### src/common/flash_reg_pkg.sv
// Package of constants, types and layouts for the register-access decoder
package flash_reg_pkg;

   // ----------------------------------------------------------------
   // Instruction codes
   // ----------------------------------------------------------------
   localparam logic [7:0] READ_STATUS_ONE_CMD    = 8'h05;
   localparam logic [7:0] READ_STATUS_TWO_CMD    = 8'h07;
   localparam logic [7:0] READ_CONFIG_CMD        = 8'h35;
   localparam logic [7:0] BANK_READ_CMD          = 8'h16;
   localparam logic [7:0] BANK_WRITE_CMD         = 8'h17;
   localparam logic [7:0] BANK_ACCESS_PREFIX_CMD = 8'hb9;
   localparam logic [7:0] REGISTER_WRITE_CMD     = 8'h01;
   localparam logic [7:0] WRITE_ENABLE_CMD       = 8'h06;

   // ----------------------------------------------------------------
   // Field positions and reset values
   // ----------------------------------------------------------------
   localparam int         CR_QUAD_BIT     = 1;
   localparam int         BANK_FOUR_BYTE_ADDRESS_SELECT_BIT = 7;
   localparam logic [7:0] SR1_RESET       = 8'h00;
   localparam logic [7:0] CR_RESET        = 8'h00;
   localparam logic [7:0] BANK_RESET      = 8'h00;

   // Serial frame lengths in SCK rising edges, opcode included
   localparam logic [4:0] BITS_OPCODE_ONLY = 5'h08;
   localparam logic [4:0] BITS_ONE_DATA    = 5'h10;
   localparam logic [4:0] BITS_TWO_DATA    = 5'h18;

   // ----------------------------------------------------------------
   // Timing
   // ----------------------------------------------------------------
   localparam int CLK_PERIOD_NS     = 10;
   localparam int REG_WRITE_TIME_NS = 10000;
   localparam int REG_WRITE_CYCLES  = REG_WRITE_TIME_NS / CLK_PERIOD_NS;

   // ----------------------------------------------------------------
   // Types
   // ----------------------------------------------------------------
   typedef struct packed {
      logic       status_write_disable;
      logic       program_error;
      logic       erase_error;
      logic [2:0] block_protect_bits;
      logic       write_enable_latch;
      logic       write_in_progress;
   } sr1_t;

   typedef enum logic [2:0] {
      ST_OPCODE,
      ST_RD_SR1,
      ST_RD_SR2,
      ST_RD_CR,
      ST_RD_BANK,
      ST_BANK_DATA,
      ST_WRR_DATA,
      ST_OTHER
   } cmd_state_t;

endpackage

### src/core/spi_rx_shifter.sv
// Serial input shifter: collects bytes MSB first on SCK rising edges
`timescale 1ns/10ps
module spi_rx_shifter (
   input  wire logic       clk_i,
   input  wire logic       rst_i,
   input  wire logic       sel_i,
   input  wire logic       shift_i,
   input  wire logic       si_i,
   output logic [7:0]      byte_o,
   output logic            byte_done_o,
   output logic [2:0]      bit_cnt_o,
   output logic [4:0]      bits_o
);

   logic [6:0] part;
   logic [6:0] next_part;
   logic [2:0] next_bit_cnt;
   logic [4:0] next_bits;
   logic [7:0] next_byte;
   logic       next_done;

   // Shift, count bits in byte and in frame (saturating)
   always_comb begin
      next_part    = part;
      next_bit_cnt = bit_cnt_o;
      next_bits    = bits_o;
      next_byte    = byte_o;
      next_done    = 1'b0;
      if (!sel_i) begin
         next_part    = 7'h00;
         next_bit_cnt = 3'h0;
         next_bits    = 5'h00;
      end else if (shift_i) begin
         next_part    = {part[5:0], si_i};
         next_bit_cnt = bit_cnt_o + 3'h1;
         if (bits_o != 5'h1f) begin
            next_bits = bits_o + 5'h01;
         end
         if (bit_cnt_o == 3'h7) begin
            next_byte = {part, si_i};
            next_done = 1'b1;
         end
      end
   end

   // Registers
   always_ff @(posedge clk_i) begin
      if (rst_i) begin
         part        <= 7'h00;
         bit_cnt_o   <= 3'h0;
         bits_o      <= 5'h00;
         byte_o      <= 8'h00;
         byte_done_o <= 1'b0;
      end else begin
         part        <= next_part;
         bit_cnt_o   <= next_bit_cnt;
         bits_o      <= next_bits;
         byte_o      <= next_byte;
         byte_done_o <= next_done;
      end
   end

endmodule

### src/core/reg_write_timer.sv
// Self-timed register write duration counter with failure report
`timescale 1ns/10ps
module reg_write_timer #(
   parameter int CYCLES = 1000,
   localparam int W     = $clog2(CYCLES + 1)
) (
   input  wire logic clk_i,
   input  wire logic rst_i,
   input  wire logic start_i,
   input  wire logic fail_i,
   output logic      busy_o,
   output logic      done_o,
   output logic      failed_o
);

   logic [W-1:0] count;
   logic [W-1:0] next_count;

   // Load on start, count down to zero
   always_comb begin
      next_count = count;
      if (start_i && count == '0) begin
         next_count = W'(CYCLES);
      end else if (count != '0) begin
         next_count = count - 1'b1;
      end
   end

   always_ff @(posedge clk_i) begin
      if (rst_i) begin
         count <= '0;
      end else begin
         count <= next_count;
      end
   end

   // Last busy cycle marks completion
   assign busy_o   = (count != '0);
   assign done_o   = (count == W'(1));
   assign failed_o = done_o & fail_i;

endmodule

### src/core/spi_flash_register_access.sv
// Register-access command decoder of a serial flash device
`timescale 1ns/10ps
// Summary of operation
// RULE_01 - Opcode 05h streams status one, allowed even while busy.
// RULE_02 - Opcode 07h streams status two, allowed even while busy.
// RULE_03 - Status byte repeats every eight clocks, sampled fresh each byte.
// RULE_04 - Opcode 35h streams configuration register, repeating, any time.
// RULE_05 - Opcode 16h streams the bank register, repeating every eight clocks.
// RULE_06 - Opcode 17h plus one byte loads bank register, no write enable.
// RULE_07 - Bank bit 7 clear: upper address bits come from bank register.
// RULE_08 - Bank write leaves program error, erase error and busy untouched.
// RULE_09 - Host writes zero to reserved bank bits.
// RULE_10 - Prefix B9h then register write loads bank bits 1:0 only.
// RULE_11 - After prefixed write, bank access closes; bit 7 kept.
// RULE_12 - Any other command or select cycle after prefix closes access.
// RULE_13 - Prefixed write only legal when idle and no error flag set.
// RULE_14 - Register write accepted only with write enable latch set.
// RULE_15 - Failed self-timed register write sets an error flag.
// RULE_16 - Host writes zero to reserved status and configuration bits.
// RULE_17 - Write executes only on 8 or 16 data bits; 8 writes status only.
// RULE_18 - Host uses 16-bit write format when quad bit is set.
// RULE_19 - Select rise starts timed write; busy bit high meanwhile.
// RULE_20 - Write enable latch clears when the timed write finishes.
// RULE_21 - Status write disable clear: writes allowed whatever protect pin.
// RULE_22 - Disable bit set and protect pin low rejects register writes.
// RULE_23 - Quad bit set disables protect pin hardware protection.
// RULE_24 - Opcode 06h sets the write enable latch, status one bit 1.
// RULE_25 - Input sampled on SCK rise MSB first; output driven on SCK fall.
module spi_flash_register_access #(
   parameter int WRITE_CYCLES = flash_reg_pkg::REG_WRITE_CYCLES
) (
   input  wire logic              REF_CLK_I,
   input  wire logic              RESET_I,
   input  wire logic              SCK_I,
   input  wire logic              CS_N_I,
   input  wire logic              SI_I,
   input  wire logic              WP_N_I,
   input  wire logic              EMBED_BUSY_I,
   input  wire logic              WRITE_FAIL_I,
   input  wire logic [7:0]        STATUS_TWO_I,
   output logic                   SO_O,
   output logic                   SO_OE_O,
   output flash_reg_pkg::sr1_t    STATUS_ONE_O,
   output logic [7:0]             CONFIG_O,
   output logic [7:0]             BANK_O,
   output logic                   FOUR_BYTE_MODE_O,
   output logic [6:0]             UPPER_ADDR_O
);
   import flash_reg_pkg::*;

   // ----------------------------------------------------------------
   // Declarations
   // ----------------------------------------------------------------
   logic       sck_q;
   logic       cs_q;
   logic       sck_rise;
   logic       sck_fall;
   logic       cs_rise;
   logic [7:0] rx_byte;
   logic       rx_done;
   logic [2:0] bit_cnt;
   logic [4:0] frame_bits;
   logic       wr_busy;
   logic       wr_done;
   logic       wr_failed;
   logic       wr_start;

   cmd_state_t state;
   cmd_state_t next_state;
   logic [7:0] cmd;
   logic [7:0] next_cmd;
   logic [7:0] data0;
   logic [7:0] next_data0;
   logic [7:0] data1;
   logic [7:0] next_data1;
   logic       bank_open;
   logic       next_bank_open;
   logic [7:0] bank_address;
   logic [7:0] next_bank_address;
   sr1_t       sr1;
   sr1_t       next_sr1;
   logic [7:0] cfg;
   logic [7:0] next_cfg;
   logic [7:0] pend_sr1;
   logic [7:0] next_pend_sr1;
   logic [7:0] pend_cfg;
   logic [7:0] next_pend_cfg;
   logic       pend_cfg_en;
   logic       next_pend_cfg_en;
   logic [6:0] sreg;
   logic [6:0] next_sreg;
   logic       so;
   logic       next_so;
   logic       so_oe;
   logic       next_so_oe;

   sr1_t       status_now;
   logic       protect;
   logic       write_enable_cmd_go;
   logic       wrr_len_ok;
   logic       prefix_legal;
   logic [7:0] read_value;

   // ----------------------------------------------------------------
   // Pin edge detection
   // ----------------------------------------------------------------
   always_ff @(posedge REF_CLK_I) begin
      if (RESET_I) begin
         sck_q <= 1'b0;
         cs_q  <= 1'b1;
      end else begin
         sck_q <= SCK_I;
         cs_q  <= CS_N_I;
      end
   end

   // SCK edges only count while selected
   assign sck_rise = SCK_I & ~sck_q & ~CS_N_I; // RULE_25
   assign sck_fall = ~SCK_I & sck_q & ~CS_N_I; // RULE_25
   assign cs_rise  = CS_N_I & ~cs_q;

   // ----------------------------------------------------------------
   // Submodules
   // ----------------------------------------------------------------
   spi_rx_shifter u_rx (
      .clk_i       (REF_CLK_I),
      .rst_i       (RESET_I),
      .sel_i       (~CS_N_I),
      .shift_i     (sck_rise),
      .si_i        (SI_I),
      .byte_o      (rx_byte),
      .byte_done_o (rx_done),
      .bit_cnt_o   (bit_cnt),
      .bits_o      (frame_bits)
   );

   reg_write_timer #(
      .CYCLES (WRITE_CYCLES)
   ) u_timer (
      .clk_i    (REF_CLK_I),
      .rst_i    (RESET_I),
      .start_i  (wr_start),
      .fail_i   (WRITE_FAIL_I),
      .busy_o   (wr_busy),
      .done_o   (wr_done),
      .failed_o (wr_failed)
   );

   // ----------------------------------------------------------------
   // Status view and write qualification
   // ----------------------------------------------------------------
   always_comb begin
      status_now                   = sr1;
      status_now.write_in_progress = wr_busy | EMBED_BUSY_I; // RULE_19
   end

   // Pin protection, bypassed in quad mode
   assign protect = sr1.status_write_disable & ~WP_N_I
                    & ~cfg[CR_QUAD_BIT]; // RULE_22 RULE_23

   assign write_enable_cmd_go = cs_rise && state == ST_OTHER
                    && cmd == WRITE_ENABLE_CMD
                    && frame_bits == BITS_OPCODE_ONLY; // RULE_24

   // Exactly one or two data bytes
   assign wrr_len_ok = frame_bits == BITS_ONE_DATA
                       || frame_bits == BITS_TWO_DATA; // RULE_17

   assign prefix_legal = ~status_now.write_in_progress
                         & ~sr1.program_error
                         & ~sr1.erase_error; // RULE_13

   // Start the timed write: latch set, not busy, not protected
   assign wr_start = cs_rise && state == ST_WRR_DATA && !bank_open
                     && wrr_len_ok && sr1.write_enable_latch
                     && !status_now.write_in_progress
                     && !protect; // RULE_14 RULE_21 RULE_22

   // Fresh value picked at each byte boundary
   always_comb begin
      case (state)
         ST_RD_SR1:  read_value = status_now; // RULE_01
         ST_RD_SR2:  read_value = STATUS_TWO_I; // RULE_02
         ST_RD_CR:   read_value = cfg; // RULE_04
         ST_RD_BANK: read_value = bank_address; // RULE_05
         default:    read_value = 8'h00;
      endcase
   end

   // ----------------------------------------------------------------
   // Command decoder and register file
   // ----------------------------------------------------------------
   always_comb begin
      next_state        = state;
      next_cmd          = cmd;
      next_data0        = data0;
      next_data1        = data1;
      next_bank_open    = bank_open;
      next_bank_address = bank_address;
      next_sr1          = sr1;
      next_cfg          = cfg;
      next_pend_sr1     = pend_sr1;
      next_pend_cfg     = pend_cfg;
      next_pend_cfg_en  = pend_cfg_en;
      next_sreg         = sreg;
      next_so           = so;
      next_so_oe        = so_oe;

      // Opcode decode and data byte capture
      if (rx_done) begin
         case (state)
            ST_OPCODE: begin
               next_cmd = rx_byte;
               case (rx_byte)
                  READ_STATUS_ONE_CMD: next_state = ST_RD_SR1;
                  READ_STATUS_TWO_CMD: next_state = ST_RD_SR2;
                  READ_CONFIG_CMD:     next_state = ST_RD_CR;
                  BANK_READ_CMD:       next_state = ST_RD_BANK;
                  BANK_WRITE_CMD:      next_state = ST_BANK_DATA;
                  REGISTER_WRITE_CMD:  next_state = ST_WRR_DATA;
                  default:             next_state = ST_OTHER;
               endcase
            end
            ST_BANK_DATA: begin
               // Direct load, no latch needed, flags untouched
               next_bank_address = rx_byte; // RULE_06 RULE_08
               next_state        = ST_OTHER;
            end
            ST_WRR_DATA: begin
               if (frame_bits == BITS_ONE_DATA) begin
                  next_data0 = rx_byte;
               end else begin
                  next_data1 = rx_byte;
               end
            end
            default: begin
            end
         endcase
      end

      // Read data out on falling SCK, reloaded every byte
      if (sck_fall && (state == ST_RD_SR1 || state == ST_RD_SR2
                       || state == ST_RD_CR || state == ST_RD_BANK)) begin
         if (bit_cnt == 3'h0) begin
            next_so    = read_value[7]; // RULE_03 RULE_25
            next_sreg  = read_value[6:0];
            next_so_oe = 1'b1;
         end else begin
            next_so   = sreg[6];
            next_sreg = {sreg[5:0], 1'b0};
         end
      end

      // Frame end: execute write-type commands
      if (cs_rise) begin
         if (state == ST_WRR_DATA && bank_open) begin
            if (prefix_legal && frame_bits >= BITS_ONE_DATA) begin
               // Only bits 1:0 of the first byte, bit 7 kept
               next_bank_address[1:0] = data0[1:0]; // RULE_10 RULE_11
            end
         end else if (wr_start) begin
            next_pend_sr1    = data0; // RULE_19
            next_pend_cfg    = data1;
            next_pend_cfg_en = (frame_bits == BITS_TWO_DATA); // RULE_17
         end
         // Prefix opens access; any other frame closes it
         next_bank_open = state == ST_OTHER
                          && cmd == BANK_ACCESS_PREFIX_CMD
                          && frame_bits == BITS_OPCODE_ONLY; // RULE_11 RULE_12
      end

      // Commit or fail at end of timed write
      if (wr_done) begin
         if (wr_failed) begin
            next_sr1.program_error = 1'b1; // RULE_15
         end else begin
            next_sr1.status_write_disable = pend_sr1[7];
            next_sr1.block_protect_bits   = pend_sr1[4:2];
            if (pend_cfg_en) begin
               next_cfg = pend_cfg;
            end
         end
         next_sr1.write_enable_latch = 1'b0; // RULE_20
      end
      // Set wins over the completion clear
      if (write_enable_cmd_go) begin
         next_sr1.write_enable_latch = 1'b1; // RULE_24
      end

      // Deselect returns the interface to opcode phase
      if (CS_N_I) begin
         next_state = ST_OPCODE;
         next_so_oe = 1'b0;
      end
   end

   always_ff @(posedge REF_CLK_I) begin
      if (RESET_I) begin
         state        <= ST_OPCODE;
         cmd          <= 8'h00;
         data0        <= 8'h00;
         data1        <= 8'h00;
         bank_open    <= 1'b0;
         bank_address <= BANK_RESET;
         sr1          <= SR1_RESET;
         cfg          <= CR_RESET;
         pend_sr1     <= 8'h00;
         pend_cfg     <= 8'h00;
         pend_cfg_en  <= 1'b0;
         sreg         <= 7'h00;
         so           <= 1'b0;
         so_oe        <= 1'b0;
      end else begin
         state        <= next_state;
         cmd          <= next_cmd;
         data0        <= next_data0;
         data1        <= next_data1;
         bank_open    <= next_bank_open;
         bank_address <= next_bank_address;
         sr1          <= next_sr1;
         cfg          <= next_cfg;
         pend_sr1     <= next_pend_sr1;
         pend_cfg     <= next_pend_cfg;
         pend_cfg_en  <= next_pend_cfg_en;
         sreg         <= next_sreg;
         so           <= next_so;
         so_oe        <= next_so_oe;
      end
   end

   // ----------------------------------------------------------------
   // Outputs
   // ----------------------------------------------------------------
   assign SO_O             = so;
   assign SO_OE_O          = so_oe;
   assign STATUS_ONE_O     = status_now;
   assign CONFIG_O         = cfg;
   assign BANK_O           = bank_address;
   assign FOUR_BYTE_MODE_O = bank_address[BANK_FOUR_BYTE_ADDRESS_SELECT_BIT];
   // Upper address from bank register in three-byte mode
   assign UPPER_ADDR_O = bank_address[BANK_FOUR_BYTE_ADDRESS_SELECT_BIT] ? 7'h00
                         : bank_address[6:0]; // RULE_07
endmodule

### config.mk
export PLATFORM = sky130hd
export DESIGN_NAME = spi_flash_register_access
export DESIGN_NICKNAME = d
export VERILOG_FILES = /design/src/common/flash_reg_pkg.sv /design/src/core/spi_rx_shifter.sv /design/src/core/reg_write_timer.sv /design/src/core/spi_flash_register_access.sv
export SDC_FILE = /design/constraint.sdc
export NUM_CORES = 1
export LEC_CHECK = 0
export ABC_AREA = 0
export BUFFER_PORTS_ARGS = -buffer_cell sky130_fd_sc_hd__buf_2
export CORE_MARGIN = 10
export CORE_UTILIZATION = 58
export DETAILED_ROUTE_END_ITERATION = 10
export PLACE_DENSITY_LB_ADDON = 0.15
export SLEW_MARGIN = 20
export SYNTH_ARGS = -nofsm -noshare
export SYNTH_HDL_FRONTEND = slang
export SYNTH_HIERARCHICAL = 1
export SYNTH_SLANG_ARGS = --single-unit
### constraint.sdc
create_clock -name REF_CLK_I -period 4.1 [get_ports REF_CLK_I]
set_clock_uncertainty 0.2 [all_clocks]
set_input_delay 0.82 -clock REF_CLK_I [delete_from_list [all_inputs] [get_ports REF_CLK_I]]
set_output_delay 0.82 -clock REF_CLK_I [all_outputs]
set_load 0.005 [all_outputs]
[After elaboration in Yosys (flattened, before gate mapping)]
Index checks and enable logic that the tools add are counted.
Operators by class
  add/subtract/negate cells: 3
  multiply operators: 0
  div/mod/pow operators: 0
  order comparisons: 1
  equal/unequal tests: 21
  shifts and indexed selects: 0
  mux-type cells: 16
  bitwise logic cells: 22
  reductions and logical operators: 44
Operator list (number)
  one-hot mux 8 bit (4 select lines): 1
  == test 8 x 3 -> 1 bit, second input constant: 3
  2-to-1 mux 10 bit: 2
  one-hot mux 3 bit (6 select lines): 1
  == test 8 x 5 -> 1 bit, second input constant: 2
  == test 3 bit, second input constant: 5
  logical AND 1 bit: 15
  AND reduction 3 bit: 5
  2-to-1 mux 7 bit: 2
  AND reduction 2 bit: 7
  inverter 1 bit: 12
  == test 10 x 1 -> 1 bit, second input constant: 1
  == test 5 bit, second input constant: 2
  logical NOT 10 bit: 1
  2-to-1 mux 2 bit: 5
  nonzero test 10 bit: 1
  subtractor 10 x 1 -> 10 bit, second input constant: 1
  AND 1 bit: 9
  == test 8 x 1 -> 1 bit, second input constant: 1
  == test 8 x 6 -> 1 bit, second input constant: 1
  == test 8 bit, second input constant: 1
  == test 3 x 2 -> 1 bit, second input constant: 2
  logical NOT 3 bit: 2
  one-hot mux 3 bit (2 select lines): 1
  other kinds (13): 24
Storage, ports and cells
  flip-flop bits (word level): 112
  bits in latches: 0
  memory bits (writable): 0
  ROM bits: 0
  input port bits: 16
  output and inout port bits: 34
  logic and storage cells: 134
  memories kept: 0

[Logic depth before layout (Yosys ltp)]
  word-level depth: 10
  mapped depth: 11
  depth with buffers taken out: 11

[Modules after synthesis]
Netlist, hierarchy kept.
Modules (own cells, without submodules)
  spi_flash_register_access: instances 1, cells each 372, area each 3295.7 um^2, sequential area each 1441.4 um^2
  spi_rx_shifter: instances 1, cells each 99, area each 923.4 um^2, sequential area each 480.5 um^2
  reg_write_timer: instances 1, cells each 64, area each 558.0 um^2, sequential area each 200.2 um^2

[Worst setup path after synthesis]
No wires, ideal clock.
  path kind: flip-flop to flip-flop
  from: register u_timer.count[0]
  to: register u_timer.count[9]
  library setup time: 71 ps
  arrival time: 2642 ps
  required time: 3829 ps
  path slack: 1187 ps
  stages on the path, launching flop included: 11
  path through: dfxtp_1 > inv_1 > ha_1 > nor3b_1 > nand3_2 > nor4b_1 > nand2_1 > nor3_1 > a21oi_1 > or4_1 > a21oi_1
Between the ends
  longest elaborated chain between the ends: 7
  elaborated cells on any way between the ends: 11
  those cells by class: 1 x add/sub; 2 x mux; 1 x bitwise; 7 x reduce/logical
RTL lines
  start, declared: line reg_write_timer.sv:16  | logic [W-1:0] count;
  start signal, assigned: line reg_write_timer.sv:33  | count <= next_count;
  nonzero test 10 bit *: line reg_write_timer.sv:38  | assign busy_o = (count != '0);
  via wr_busy: line spi_flash_register_access.sv:63  | logic wr_busy;
  OR 1 bit *: line spi_flash_register_access.sv:154  | status_now.write_in_progress = wr_busy | EMBED_BUSY_I;
  logical NOT 1 bit *: line spi_flash_register_access.sv:176  | && !status_now.write_in_progress
  logical AND 1 bit *: line spi_flash_register_access.sv:176
  logical AND 1 bit *: line spi_flash_register_access.sv:177  | && !protect;
  via wr_start: line spi_flash_register_access.sv:66  | logic wr_start;
  logical AND 1 bit *: line reg_write_timer.sv:22  | if (start_i && count == '0) begin
  2-to-1 mux 10 bit / nonzero test 2 bit (equally long branches)
The timed path passes the listed nets; every way through them passes the cells marked *. The select of a mux whose other input is x is not followed.
A chain may end at the register's enable or synchronous reset.

[Worst setup path in the final report]
Same ends and word-level chain as after synthesis.

==> flow_metrics.tcl <==
set metrics [dict create \
    n_antenna_cell 0 \
    worst_slew_pin_slew_ps 1010 \
    drive_above_1_share_pct 15.2 \
    vias_per_cell 5.79 \
    cts_hold_buf 0 \
    synth_cell_type_count 61 \
    yosysMostFrequentCell "dfxtp_1" \
    ys_async_sr_fraction_pct 0 \
    grtUsageMet2_pct 28.8 \
    slew_headroom_pct 32.2 \
    cts_buffers 9 \
    drt.antenna.violating_nets 0 \
    syn_avg_cell_area_sq_um 8.93 \
    drt-initial-drc-count 265 \
    whs_path_depth 2 \
    slowest_stage "nor3_1" \
    io_pins 50 \
    routedWlPerCell_microns 16.9 \
    grt_pass1_wl_microns 18300 \
    cts-root-buf "clkbuf_8" \
    numPortBuffers 48 \
    maxSlewViolCount 0 \
    netlist_area_sq_um 4780 \
    start_kind "flip-flop" \
    clock-sinks 106 \
    ys_warn_count 6 \
    preCtsSetupSlack_ps 648 \
    fp.dieH_microns 111 \
    drt_wl_total_microns 11400 \
    area_growth_pct 8.72 \
    die_area_sq_um 12300 \
    status "completed" \
    clock_path_buffers 2 \
    period_needed_ps 3550 \
    r2r_cells 10 \
    end_kind "flip-flop" \
    grt_max_degree 36 \
    crit_arrival_ps 3660 \
    worstSetupPathType "reg2reg" \
    cts_resized 0 \
    final_nets 584 \
    synth_edf_count 0 \
    clock_latency_ps 380 \
    netlist_instances 535 \
    rsz0062_at_grt "no" \
    netlist_top_cells_count "dfxtp_1 (106), nand2_1 (69), mux2i_1 (57)" \
    fin_util_pct 63.9 \
    antenna_found_initial 0 \
    drt_first_pass_iters 5 \
    track_usage_pct 17.8 \
    synth_top_area_share_pct 44.4 \
    required_ps 4210 \
    ys_ff_latch 106 \
    cp_max_fo 8 \
    hpwlAfterDp_microns 8120 \
    ir_drop_v 0.000234 \
    max_freq_mhz 282 \
    yosys.area.top_type "dfxtp_1" \
    yosysSeqAreaShare_pct 44.4 \
    synth_nets 557 \
    path_cells "inv_1 > ha_1 > nor3b_1 > nand3_2 > nor4b_1 > nand2_1 > nor3_1 > a21oi_1 > or4_1 > a21oi_1" \
    holdCritPathClass "reg2reg" \
    worst_slack_ps 554 \
    fin_total_pwr_mw 2.17 \
    vias 3894 \
    p_per_area_nw_per_um2 417 \
    floorplan.initialDensity_pct 58.7 \
    setup_viol 0 \
    crit_path_frequent_cell "a21oi_1" \
    grtUsageMet3_pct 3.68 \
    fin_setup_tns_ps 0 \
    drc 0 \
    ys.flop_type "dfxtp_1" \
    fp.dieW_microns 111 \
    cts_max_level 3 \
    finalHoldViolations 0 \
    p_leak_nw 2.20 \
    globalplace.congestion 0.836 \
    grt.met1_usage_pct 22.8 \
    nFillCells 701 \
    row_count 33 \
    critical-path-max-stage-delay_ps 550 \
    grt_pass1_vias 3647 \
    core-area_sq_um 8130 \
    fin_crit_sh_pct 86.5 \
    grt-busiest-layer "met2" \
    cts_tree "done" \
    drv_cap 0 \
    clk_pin_slew_ps 110 \
    overflow 0 \
    post-cts-setup-buffers 0 \
    yosys-top-cells-area "dfxtp_1 (44%), mux2i_1 (12%), nand2_1 (5.4%)" \
]
-- final cells by class --
cell class | count | area (sq um) | area share [%]
Clock buffer | 9 | 124 | 2.38
Clock inverter | 7 | 70.1 | 1.35
Inverter | 9 | 33.8 | 0.650
Multi-Input combinational cell | 384 | 2440 | 47.0
Sequential cell | 106 | 2120 | 40.9
Tap cell | 105 | 131 | 2.53
Timing Repair Buffer | 52 | 270 | 5.20
-- metal layers --
metal / vias to the layer above / routed length [microns]
li1: 1936 / -
met1: 1839 / 5260
met2: 103 / 5310
met3: 16 / 608
met4: 0 / 182
met5: - / 0
-- state kept, by name, summed over array words and instances, names as in the netlist, 3 cells and up --
name            flops
data0               6
u_rx/bits_o         5
u_rx/bit_cnt_o      3
data1               8
sreg                7
u_rx/byte_o         8
pend_cfg            8
pend_sr1            4
u_rx/part           7
state               3
cmd                 8
STATUS_ONE_O        6
CONFIG_O            8
u_timer/count      10
BANK_O              8
-- worst paths after layout --
path | end | start | slack, ps
setup / recovery | u_timer/count[9]$_SDFFE_PP0P_ | u_timer/count[0]$_SDFFE_PP0N_ | 550
hold / removal | pend_cfg[2]$_SDFFE_PP0P_ | data1[2]$_SDFFE_PP0P_ | 260
setup reg to reg | u_timer/count[9]$_SDFFE_PP0P_ | u_timer/count[0]$_SDFFE_PP0N_ | 550
hold reg to reg | pend_cfg[2]$_SDFFE_PP0P_ | data1[2]$_SDFFE_PP0P_ | 260
-- through the flow --
step	hold WS (ps)	instances	instance area, sq um
floorplan	231	535	4780
global placement	243	656	5000
detailed placement	251	656	5000
CTS	265	672	5190
global route	281	672	5190
finish	264	672	5190
-- critical path, delay by kind of cell, from the launching register on --
kind,cells,cell delay [ps]
compound gates,2,280
flops,1,360
simple gates,6,2230
fa+ha+maj,1,290
buf+inv,1,130
-- layout by cell type (no fill, tap or decap), types with 5 or more instances in the layout --
cell type and instances:
nand3_1 14, nor2b_1 11, dfxtp_1 106, nand4_1 5
buf_2 48, clkbuf_8 9, nand3b_1 11, nor2_1 56
a211oi_1 18, inv_1 8, or3_1 6, a21oi_1 36
nor3_1 10, ha_1 6, mux2i_1 57, nand2_1 69
o31ai_1 8, nand2b_1 5, o21ai_0 14
-- cell families after synthesis --
| kind of cell | share of synthesized area [%] |
|---|---|
| buffers and inverters | 4.56 |
| xor gates and xnor gates | 0.734 |
| muxes | 12.7 |
| AOI/OAI and AO/OA | 12.5 |
| and+or+nand+nor | 23.4 |
| other | 0.0785 |
| adders and majority gates | 1.57 |
| DFF | 44.4 |
-- report_power, final --
part           switching, mW  internal (mW)  total (mW)
clock                  0.391          0.239       0.630
sequential            0.0544           1.07        1.13
combinational          0.229          0.183       0.411
Power figures use the tool's default switching activity.
